===== config.mk =====
export PLATFORM = sky130hd
export DESIGN_NAME = pcdas_top
export DESIGN_NICKNAME = d
export VERILOG_FILES = /design/src/rtl/pcdas_pkg.sv /design/src/rtl/pcdas_top.sv
export VERILOG_INCLUDE_DIRS = /design/src /design/src/rtl
export SDC_FILE = /design/constraint.sdc
export NUM_CORES = 1
export LEC_CHECK = 0
export BUFFER_PORTS_ARGS = -buffer_cell sky130_fd_sc_hd__buf_2
export CORE_MARGIN = 2
export CORE_UTILIZATION = 55
export CTS_CLUSTER_DIAMETER = 50
export CTS_CLUSTER_SIZE = 40
export DETAILED_ROUTE_END_ITERATION = 10
export PLACE_DENSITY = 0.9
export SYNTH_ARGS = -nofsm -noshare
export SYNTH_HDL_FRONTEND = slang
export SYNTH_SLANG_ARGS = --single-unit

===== constraint.sdc =====
create_clock -name pclk -period 3.03 [get_ports pclk]
set_input_delay 0.303 -clock pclk [delete_from_list [all_inputs] [get_ports pclk]]
set_output_delay 0.303 -clock pclk [all_outputs]
set_load 0.02 [all_outputs]

===== src/rtl/pcdas_map.svh =====
`ifndef PCDAS_MAP_SVH
`define PCDAS_MAP_SVH
// ----------------------------------------
// register offsets (byte addresses)
// ----------------------------------------
`define PCDAS_OFF_A_VALUE 8'h00
`define PCDAS_OFF_B_VALUE 8'h04
`define PCDAS_OFF_A_CHG_EN 8'h08
`define PCDAS_OFF_B_CHG_EN 8'h0c
`define PCDAS_OFF_B_ANSEL 8'h10
`define PCDAS_OFF_STATUS 8'h14
`define PCDAS_OFF_MASK 8'h18
// ----------------------------------------
// fields and reset values
// ----------------------------------------
`define PCDAS_ANSEL_IMPL 8'h36
`define PCDAS_ANSEL_RST 8'h36
`define PCDAS_CHG_EN_RST 8'h00
`define PCDAS_FLAG_BIT 0
`define PCDAS_RESET_PIN_BIT 5
`endif


===== src/rtl/pcdas_pkg.sv =====
package pcdas_pkg;
	typedef logic [7:0] pcdas_byte_type;
	typedef logic [7:0] pcdas_addr_type;
endpackage


===== src/rtl/pcdas_top.sv =====
`timescale 1ns/1ps
`default_nettype none
`include "pcdas_map.svh"
module pcdas_top (
	// apb
	input wire logic pclk,
	input wire logic presetn,
	input wire logic psel,
	input wire logic penable,
	input wire logic pwrite,
	input wire logic [7:0] paddr,
	input wire logic [31:0] pwdata,
	output logic [31:0] prdata,
	output logic pready,
	output logic pslverr,
	// pins and device state
	input wire logic [7:0] first_port_pins,
	input wire logic [7:0] second_port_pins,
	input wire logic external_reset_pin_mode,
	input wire logic ext_pin_reset,
	input wire logic sleeping,
	// controls and events
	output logic [7:0] second_port_dig_in_en,
	output logic [7:0] second_port_pullup_allow,
	output logic irq,
	output logic wake
);
	// ----------------------------------------
	// state
	// ----------------------------------------
	pcdas_pkg::pcdas_byte_type sa1_ff, sa2_ff, sb1_ff, sb2_ff;
	pcdas_pkg::pcdas_byte_type latch_a_ff, latch_b_ff;
	pcdas_pkg::pcdas_byte_type first_port_change_enable_ff;
	pcdas_pkg::pcdas_byte_type second_port_change_enable_ff;
	pcdas_pkg::pcdas_byte_type analog_select_bits_ff;
	logic shared_change_flag_ff, change_irq_enable_ff;
	logic [31:0] prdata_ff;
	logic pready_ff, pslverr_ff, irq_ff, wake_ff;
	pcdas_pkg::pcdas_byte_type dig_in_ff, pullup_ff;
	pcdas_pkg::pcdas_byte_type en_a, en_b, b_value;
	logic mismatch_any, wr_access, port_access, mapped, nxt_flag;

	function automatic logic is_mapped(input pcdas_pkg::pcdas_addr_type a);
		is_mapped = (a == `PCDAS_OFF_A_VALUE) || (a == `PCDAS_OFF_B_VALUE) ||
			(a == `PCDAS_OFF_A_CHG_EN) || (a == `PCDAS_OFF_B_CHG_EN) ||
			(a == `PCDAS_OFF_B_ANSEL) || (a == `PCDAS_OFF_STATUS) ||
			(a == `PCDAS_OFF_MASK);
	endfunction

	// ----------------------------------------
	// pin synchronisers
	// ----------------------------------------
	always_ff @(posedge pclk or negedge presetn) begin
		if (!presetn) begin
			sa1_ff <= 8'h00;
			sa2_ff <= 8'h00;
			sb1_ff <= 8'h00;
			sb2_ff <= 8'h00;
		end else begin
			sa1_ff <= first_port_pins;
			sa2_ff <= sa1_ff;
			sb1_ff <= second_port_pins;
			sb2_ff <= sb1_ff;
		end
	end

	// ----------------------------------------
	// enables and mismatch
	// ----------------------------------------
	always_comb begin
		en_a = first_port_change_enable_ff;
		if (external_reset_pin_mode) begin
			en_a[`PCDAS_RESET_PIN_BIT] = 1'b0;
		end
		en_b = second_port_change_enable_ff & ~analog_select_bits_ff;
		b_value = sb2_ff & ~analog_select_bits_ff;
	end

	// one OR over both ports feeds the single flag
	assign mismatch_any = |((sa2_ff ^ latch_a_ff) & en_a) |
		|((sb2_ff ^ latch_b_ff) & en_b);
	assign mapped = is_mapped(paddr);
	assign wr_access = psel && penable && pready_ff && pwrite;
	assign port_access = psel && penable && pready_ff &&
		(paddr == `PCDAS_OFF_A_VALUE || paddr == `PCDAS_OFF_B_VALUE);

	// ----------------------------------------
	// last-read latch
	// ----------------------------------------
	// only the power-on reset touches it, never the pin reset
	always_ff @(posedge pclk or negedge presetn) begin
		if (!presetn) begin
			latch_a_ff <= 8'h00;
			latch_b_ff <= 8'h00;
		end else if (port_access) begin
			latch_a_ff <= sa2_ff;
			latch_b_ff <= b_value;
		end
	end

	// ----------------------------------------
	// configuration registers
	// ----------------------------------------
	always_ff @(posedge pclk or negedge presetn) begin
		if (!presetn) begin
			first_port_change_enable_ff <= `PCDAS_CHG_EN_RST;
			second_port_change_enable_ff <= `PCDAS_CHG_EN_RST;
			analog_select_bits_ff <= `PCDAS_ANSEL_RST;
			change_irq_enable_ff <= 1'b0;
		end else if (ext_pin_reset) begin
			first_port_change_enable_ff <= `PCDAS_CHG_EN_RST;
			second_port_change_enable_ff <= `PCDAS_CHG_EN_RST;
			analog_select_bits_ff <= `PCDAS_ANSEL_RST;
			change_irq_enable_ff <= 1'b0;
		end else if (wr_access) begin
			case (paddr)
				`PCDAS_OFF_A_CHG_EN: first_port_change_enable_ff <= pwdata[7:0];
				`PCDAS_OFF_B_CHG_EN: second_port_change_enable_ff <= pwdata[7:0];
				`PCDAS_OFF_B_ANSEL: analog_select_bits_ff <= pwdata[7:0] & `PCDAS_ANSEL_IMPL;
				`PCDAS_OFF_MASK: change_irq_enable_ff <= pwdata[`PCDAS_FLAG_BIT];
				default: begin
				end
			endcase
		end
	end

	// ----------------------------------------
	// shared change flag
	// ----------------------------------------
	// a change landing on a port access may be lost: the latch refreshes
	always_comb begin
		nxt_flag = shared_change_flag_ff;
		if (wr_access && paddr == `PCDAS_OFF_STATUS && pwdata[`PCDAS_FLAG_BIT]) begin
			nxt_flag = 1'b0;
		end
		if (mismatch_any && !port_access) begin
			nxt_flag = 1'b1;
		end
	end

	always_ff @(posedge pclk or negedge presetn) begin
		if (!presetn) begin
			shared_change_flag_ff <= 1'b0;
		end else if (ext_pin_reset) begin
			shared_change_flag_ff <= 1'b0;
		end else begin
			shared_change_flag_ff <= nxt_flag;
		end
	end

	// ----------------------------------------
	// interrupt, wake and pin controls
	// ----------------------------------------
	always_ff @(posedge pclk or negedge presetn) begin
		if (!presetn) begin
			irq_ff <= 1'b0;
			wake_ff <= 1'b0;
			dig_in_ff <= 8'h00;
			pullup_ff <= 8'h00;
		end else begin
			irq_ff <= shared_change_flag_ff && change_irq_enable_ff;
			wake_ff <= sleeping && shared_change_flag_ff && change_irq_enable_ff;
			dig_in_ff <= ~analog_select_bits_ff;
			pullup_ff <= ~analog_select_bits_ff;
		end
	end

	// ----------------------------------------
	// apb slave, zero wait states
	// ----------------------------------------
	always_ff @(posedge pclk or negedge presetn) begin
		if (!presetn) begin
			pready_ff <= 1'b0;
			pslverr_ff <= 1'b0;
			prdata_ff <= 32'h0000_0000;
		end else begin
			pready_ff <= psel && !penable;
			pslverr_ff <= psel && !penable && !mapped;
			prdata_ff <= 32'h0000_0000;
			if (psel && !penable && !pwrite) begin
				case (paddr)
					`PCDAS_OFF_A_VALUE: prdata_ff <= {24'h00_0000, sa2_ff};
					`PCDAS_OFF_B_VALUE: prdata_ff <= {24'h00_0000, b_value};
					`PCDAS_OFF_A_CHG_EN: prdata_ff <= {24'h00_0000, first_port_change_enable_ff};
					`PCDAS_OFF_B_CHG_EN: prdata_ff <= {24'h00_0000, second_port_change_enable_ff};
					`PCDAS_OFF_B_ANSEL: prdata_ff <= {24'h00_0000, analog_select_bits_ff};
					`PCDAS_OFF_STATUS: prdata_ff <= {31'h0000_0000, shared_change_flag_ff};
					`PCDAS_OFF_MASK: prdata_ff <= {31'h0000_0000, change_irq_enable_ff};
					default: prdata_ff <= 32'h0000_0000;
				endcase
			end
		end
	end

	assign prdata = prdata_ff;
	assign pready = pready_ff;
	assign pslverr = pslverr_ff;
	assign irq = irq_ff;
	assign wake = wake_ff;
	assign second_port_dig_in_en = dig_in_ff;
	assign second_port_pullup_allow = pullup_ff;
endmodule // pcdas_top
`default_nettype wire


==> impl_metrics.tcl <==
set metrics [dict create \
    run_status "completed" \
    holdWs_ps 53.5 \
    critical_register_to_register_path_startpoint "pready" \
    cell_with_the_most_instances_after_synthesis "sky130_fd_sc_hd__dfrtp_1" \
    period_share_pct 56.8 \
    synth-adder-area-share_pct 0 \
    worst_slack_ps 1310 \
    detail_route.first_pass.iterations 5 \
    slowest_stage "sky130_fd_sc_hd__and4_1" \
    worst_r2r_path_depth 4 \
    crit-reg2reg-capture "first_port_change_enable_ff[5]" \
    finalSetupViolCount 0 \
    pre_cts_ws_ps 1040 \
    detailroute.wirelength.met2_um 3650 \
    critical_path.n_buffers_inverters 0 \
    final.fill_count 550 \
    path_max_fanout 13 \
    grt_setup_unrepaired "no" \
    timing.critical_path.from_type "flop" \
    final_core_utilization_pct 62.5 \
    drtIter0Drc 314 \
    port_buffer_cells 67 \
    clk_pin_slew_worst_paths_ps 80 \
    cellPowerDensity_nw_per_um2 494 \
    final_design_area_no_fill_sq_um 4220 \
    first_global_vias 2477 \
    wl_per_cell_um 16.6 \
    yosys-top-cells-area "sky130_fd_sc_hd__dfrtp_1 (54%), sky130_fd_sc_hd__buf_4 (6.9%), sky130_fd_sc_hd__mux2_2 (5.6%)" \
    syn_area_sq_um 3820 \
    netlist_top_cells_count "sky130_fd_sc_hd__dfrtp_1 (83), sky130_fd_sc_hd__buf_4 (35), sky130_fd_sc_hd__nand3_1 (30)" \
    number_of_antenna_violations_at_the_first_check_in_global_routing 0 \
    antenna-diode-count 0 \
    cts_made_buffers 9 \
    dp_hpwl_um 5180 \
    wl_um 7760 \
    critPathArrivalTime_ps 1940 \
    finalNetCount 446 \
    synth_seq_area_share_pct 57.2 \
    endpoint_kind "flop" \
    largest_family_of_logic_cells_by_synthesized_area "simple AND/OR/NAND/NOR gates" \
    postCtsSetupBuffers 0 \
    hold_depth 1 \
    period_minus_slack_ps 1720 \
    synth_seq_cells 87 \
    place.gp.congestion 0.929 \
    synth_compound_gate_area_share_pct 10.6 \
    synth_top_area_cell "sky130_fd_sc_hd__dfrtp_1" \
    detail_route.drc_violations 0 \
    worstMarginPinSlew_ps 1050 \
    vias 2701 \
    num_io_pins 116 \
    synthesis.instances 325 \
    grt_use_total_pct 21.4 \
    synth_cell_type_count 43 \
    postSynth.asyncResetShare_pct 100 \
    static-leakage-power_uw 0.00208 \
    detailroute.wirelength.met3_um 771 \
    top_layer_used "met4" \
    initial_core_util_pct 56.5 \
    hold_buffers 0 \
    syn-mean-instance-area_sq_um 11.7 \
    setup.reg_to_reg.worst_slack_ps 1310 \
    via_per_inst 5.78 \
    ctsHtreeMaxLevel 3 \
    rows 30 \
    report.final.hold_viol_count 0 \
    ctsRootBufferMaster "sky130_fd_sc_hd__clkbuf_8" \
    timing.clock.skew_ps 9.24 \
    tritoncts "built" \
    die_area_sq_um 7620 \
    chipHeight_um 87.3 \
    muxShareOfSynthArea_pct 7.64 \
    core_region_area_sq_um 6760 \
    timing.critical_path.max_delay_family "simple AND/OR/NAND/NOR gates" \
    worst_ir_drop_vdd_v 0.000281 \
    cap_viol_max_count 0 \
    critical_path.cell_chain "and4_1 -> nand2_1 -> o21ai_0 -> a21oi_1" \
    synth_edf_count 0 \
    route.layer.met1.wl_um 3080 \
    min_path_type "input pin to flop" \
    post_synthesis_simple_gate_area_fraction_pct 11.4 \
    post_synth_xor_area_fraction_pct 3.67 \
    total_area_of_sequential_cells_sq_um 2180 \
    timing_worst_setup_path_type "flop to flop" \
    post_route_cells_drive_above_1_share_pct 28.9 \
    grt_overflow_total 0 \
    cts.sinks 87 \
    finalSetupTns_ps 0 \
    clk_path_buf_depth 2 \
    worstSkewPairLatency_ps 350 \
    final-max-slew-violation-count 0 \
    grt_max_degree 88 \
    die_w_um 87.3 \
    grt_pass1_wl_um 12200 \
    place_area_sq_um 4050 \
    postSynth.topFlopCell "sky130_fd_sc_hd__dfrtp_1" \
    drtAntennaViolNets 0 \
    holdCritStartpoint "second_port_pins[0]" \
    synth-warning-count 0 \
    synth_top_area_share_pct 54.4 \
    worst_slew_margin_rel_pct 29.8 \
    flow.area_growth_from_synthesis_pct 10.7 \
    multi_input_comb_area_sq_um 1370 \
    clock.fmax_mhz 581 \
    worst_hold_path.endpoint "sb1_ff[0]" \
    critical_path.max_stage_delay_ps 540 \
    cts_resized 0 \
    cp_data_required_time_ps 3250 \
]
how the worst max path moves through the flow:
stage               startpoint                              to  slack [ps]  cells after the start
floorplan             paddr[0]                   latch_a_ff[1]        1080                      4
finish                  pready  first_port_change_enable_ff[5]        1310                      4
CTS                     pready            change_irq_enable_ff        1340                      4
detailed placement    paddr[0]                   latch_a_ff[3]        1040                      5
global route            pready            change_irq_enable_ff        1220                      4
global placement      paddr[0]                   latch_b_ff[2]        1060                      5
state kept, by name, summed over array words and instances, names as in the netlist, 4 cells and up:
| register | count |
|---|---|
| latch_a_ff | 8 |
| sb1_ff | 8 |
| latch_b_ff | 8 |
| second_port_pullup_allow | 5 |
| analog_select_bits_ff | 4 |
| sa1_ff | 8 |
| second_port_change_enable_ff | 8 |
| sa2_ff | 8 |
| prdata | 8 |
| sb2_ff | 8 |
| first_port_change_enable_ff | 8 |
area by class of cell:
type                            count  area share (%)
Tap cell                           80            2.37
Clock inverter                      3           0.415
Timing Repair Buffer               70            8.53
Clock buffer                       13            3.76
Multi-Input combinational cell    204            32.4
Sequential cell                    87            51.7
Inverter                           10           0.889
cell usage in the layout, fill, tap and decap left out, types with 2 or more instances in the layout:
master                     netlist  layout
sky130_fd_sc_hd__clkbuf_8        0      11
sky130_fd_sc_hd__buf_4          35       4
sky130_fd_sc_hd__clkinv_2        0       2
sky130_fd_sc_hd__nor2_1          6       6
sky130_fd_sc_hd__inv_1          10      10
sky130_fd_sc_hd__buf_2           1      66
sky130_fd_sc_hd__clkbuf_1        8       2
sky130_fd_sc_hd__nand2_1         3       3
sky130_fd_sc_hd__xor2_1         15      15
sky130_fd_sc_hd__nand4_1         5       5
sky130_fd_sc_hd__dfstp_2         4       4
sky130_fd_sc_hd__o21ai_0        23      23
sky130_fd_sc_hd__nand2b_1        2       2
sky130_fd_sc_hd__a211oi_1        2       2
sky130_fd_sc_hd__mux2_2         19      19
sky130_fd_sc_hd__dfrtp_1        83      83
sky130_fd_sc_hd__conb_1          2      25
sky130_fd_sc_hd__and3_1          5       5
sky130_fd_sc_hd__a31oi_1         2       2
sky130_fd_sc_hd__a22oi_1         7       7
sky130_fd_sc_hd__a311oi_1        2       2
sky130_fd_sc_hd__a32o_1          3       3
sky130_fd_sc_hd__nand3_1        30      30
sky130_fd_sc_hd__and2_1          3       3
sky130_fd_sc_hd__nor2b_1         6       6
sky130_fd_sc_hd__a21oi_1        22      22
sky130_fd_sc_hd__a22o_1          3       3
sky130_fd_sc_hd__mux4_2          3       3
sky130_fd_sc_hd__and4_1          4       4
per-stage QoR:
stage / total power [uW] / cells
after global routing: 2180 / 467
after global placement: 1380 / 451
final: 2090 / 467
after CTS: 2100 / 467
after floorplan: 1340 / 348
after detailed placement: 1390 / 451
worst register-to-register path, cell delays in order, from the launching register on:
cell                      delay, ps
sky130_fd_sc_hd__dfrtp_1        380
sky130_fd_sc_hd__and4_1         540
sky130_fd_sc_hd__nand2_1        320
sky130_fd_sc_hd__o21ai_0        260
sky130_fd_sc_hd__a21oi_1        100
routing by layer:
layer	vias up	global-route usage [%]
met5	-	0
met4	0	11.7
met3	24	4.64
met2	175	31.7
met1	1295	29.4
li1	1207	-
report_power, final:
group	total [uW]	switching [uW]	internal [uW]
Sequential	1200	16.4	1190
Combinational	162	114	48.3
Clock	722	381	341
Total	2090	511	1580
cells by family (layout without fill, tap and decap cells):
kind of cell | count (synthesis) | in the layout
other cells | 2 | 25
flops | 87 | 87
compound gates | 67 | 67
mux | 23 | 23
buf+inv | 57 | 96
simple gates | 73 | 73
xor+xnor | 16 | 16
No activity file was read; power rests on OpenSTA's default activity.
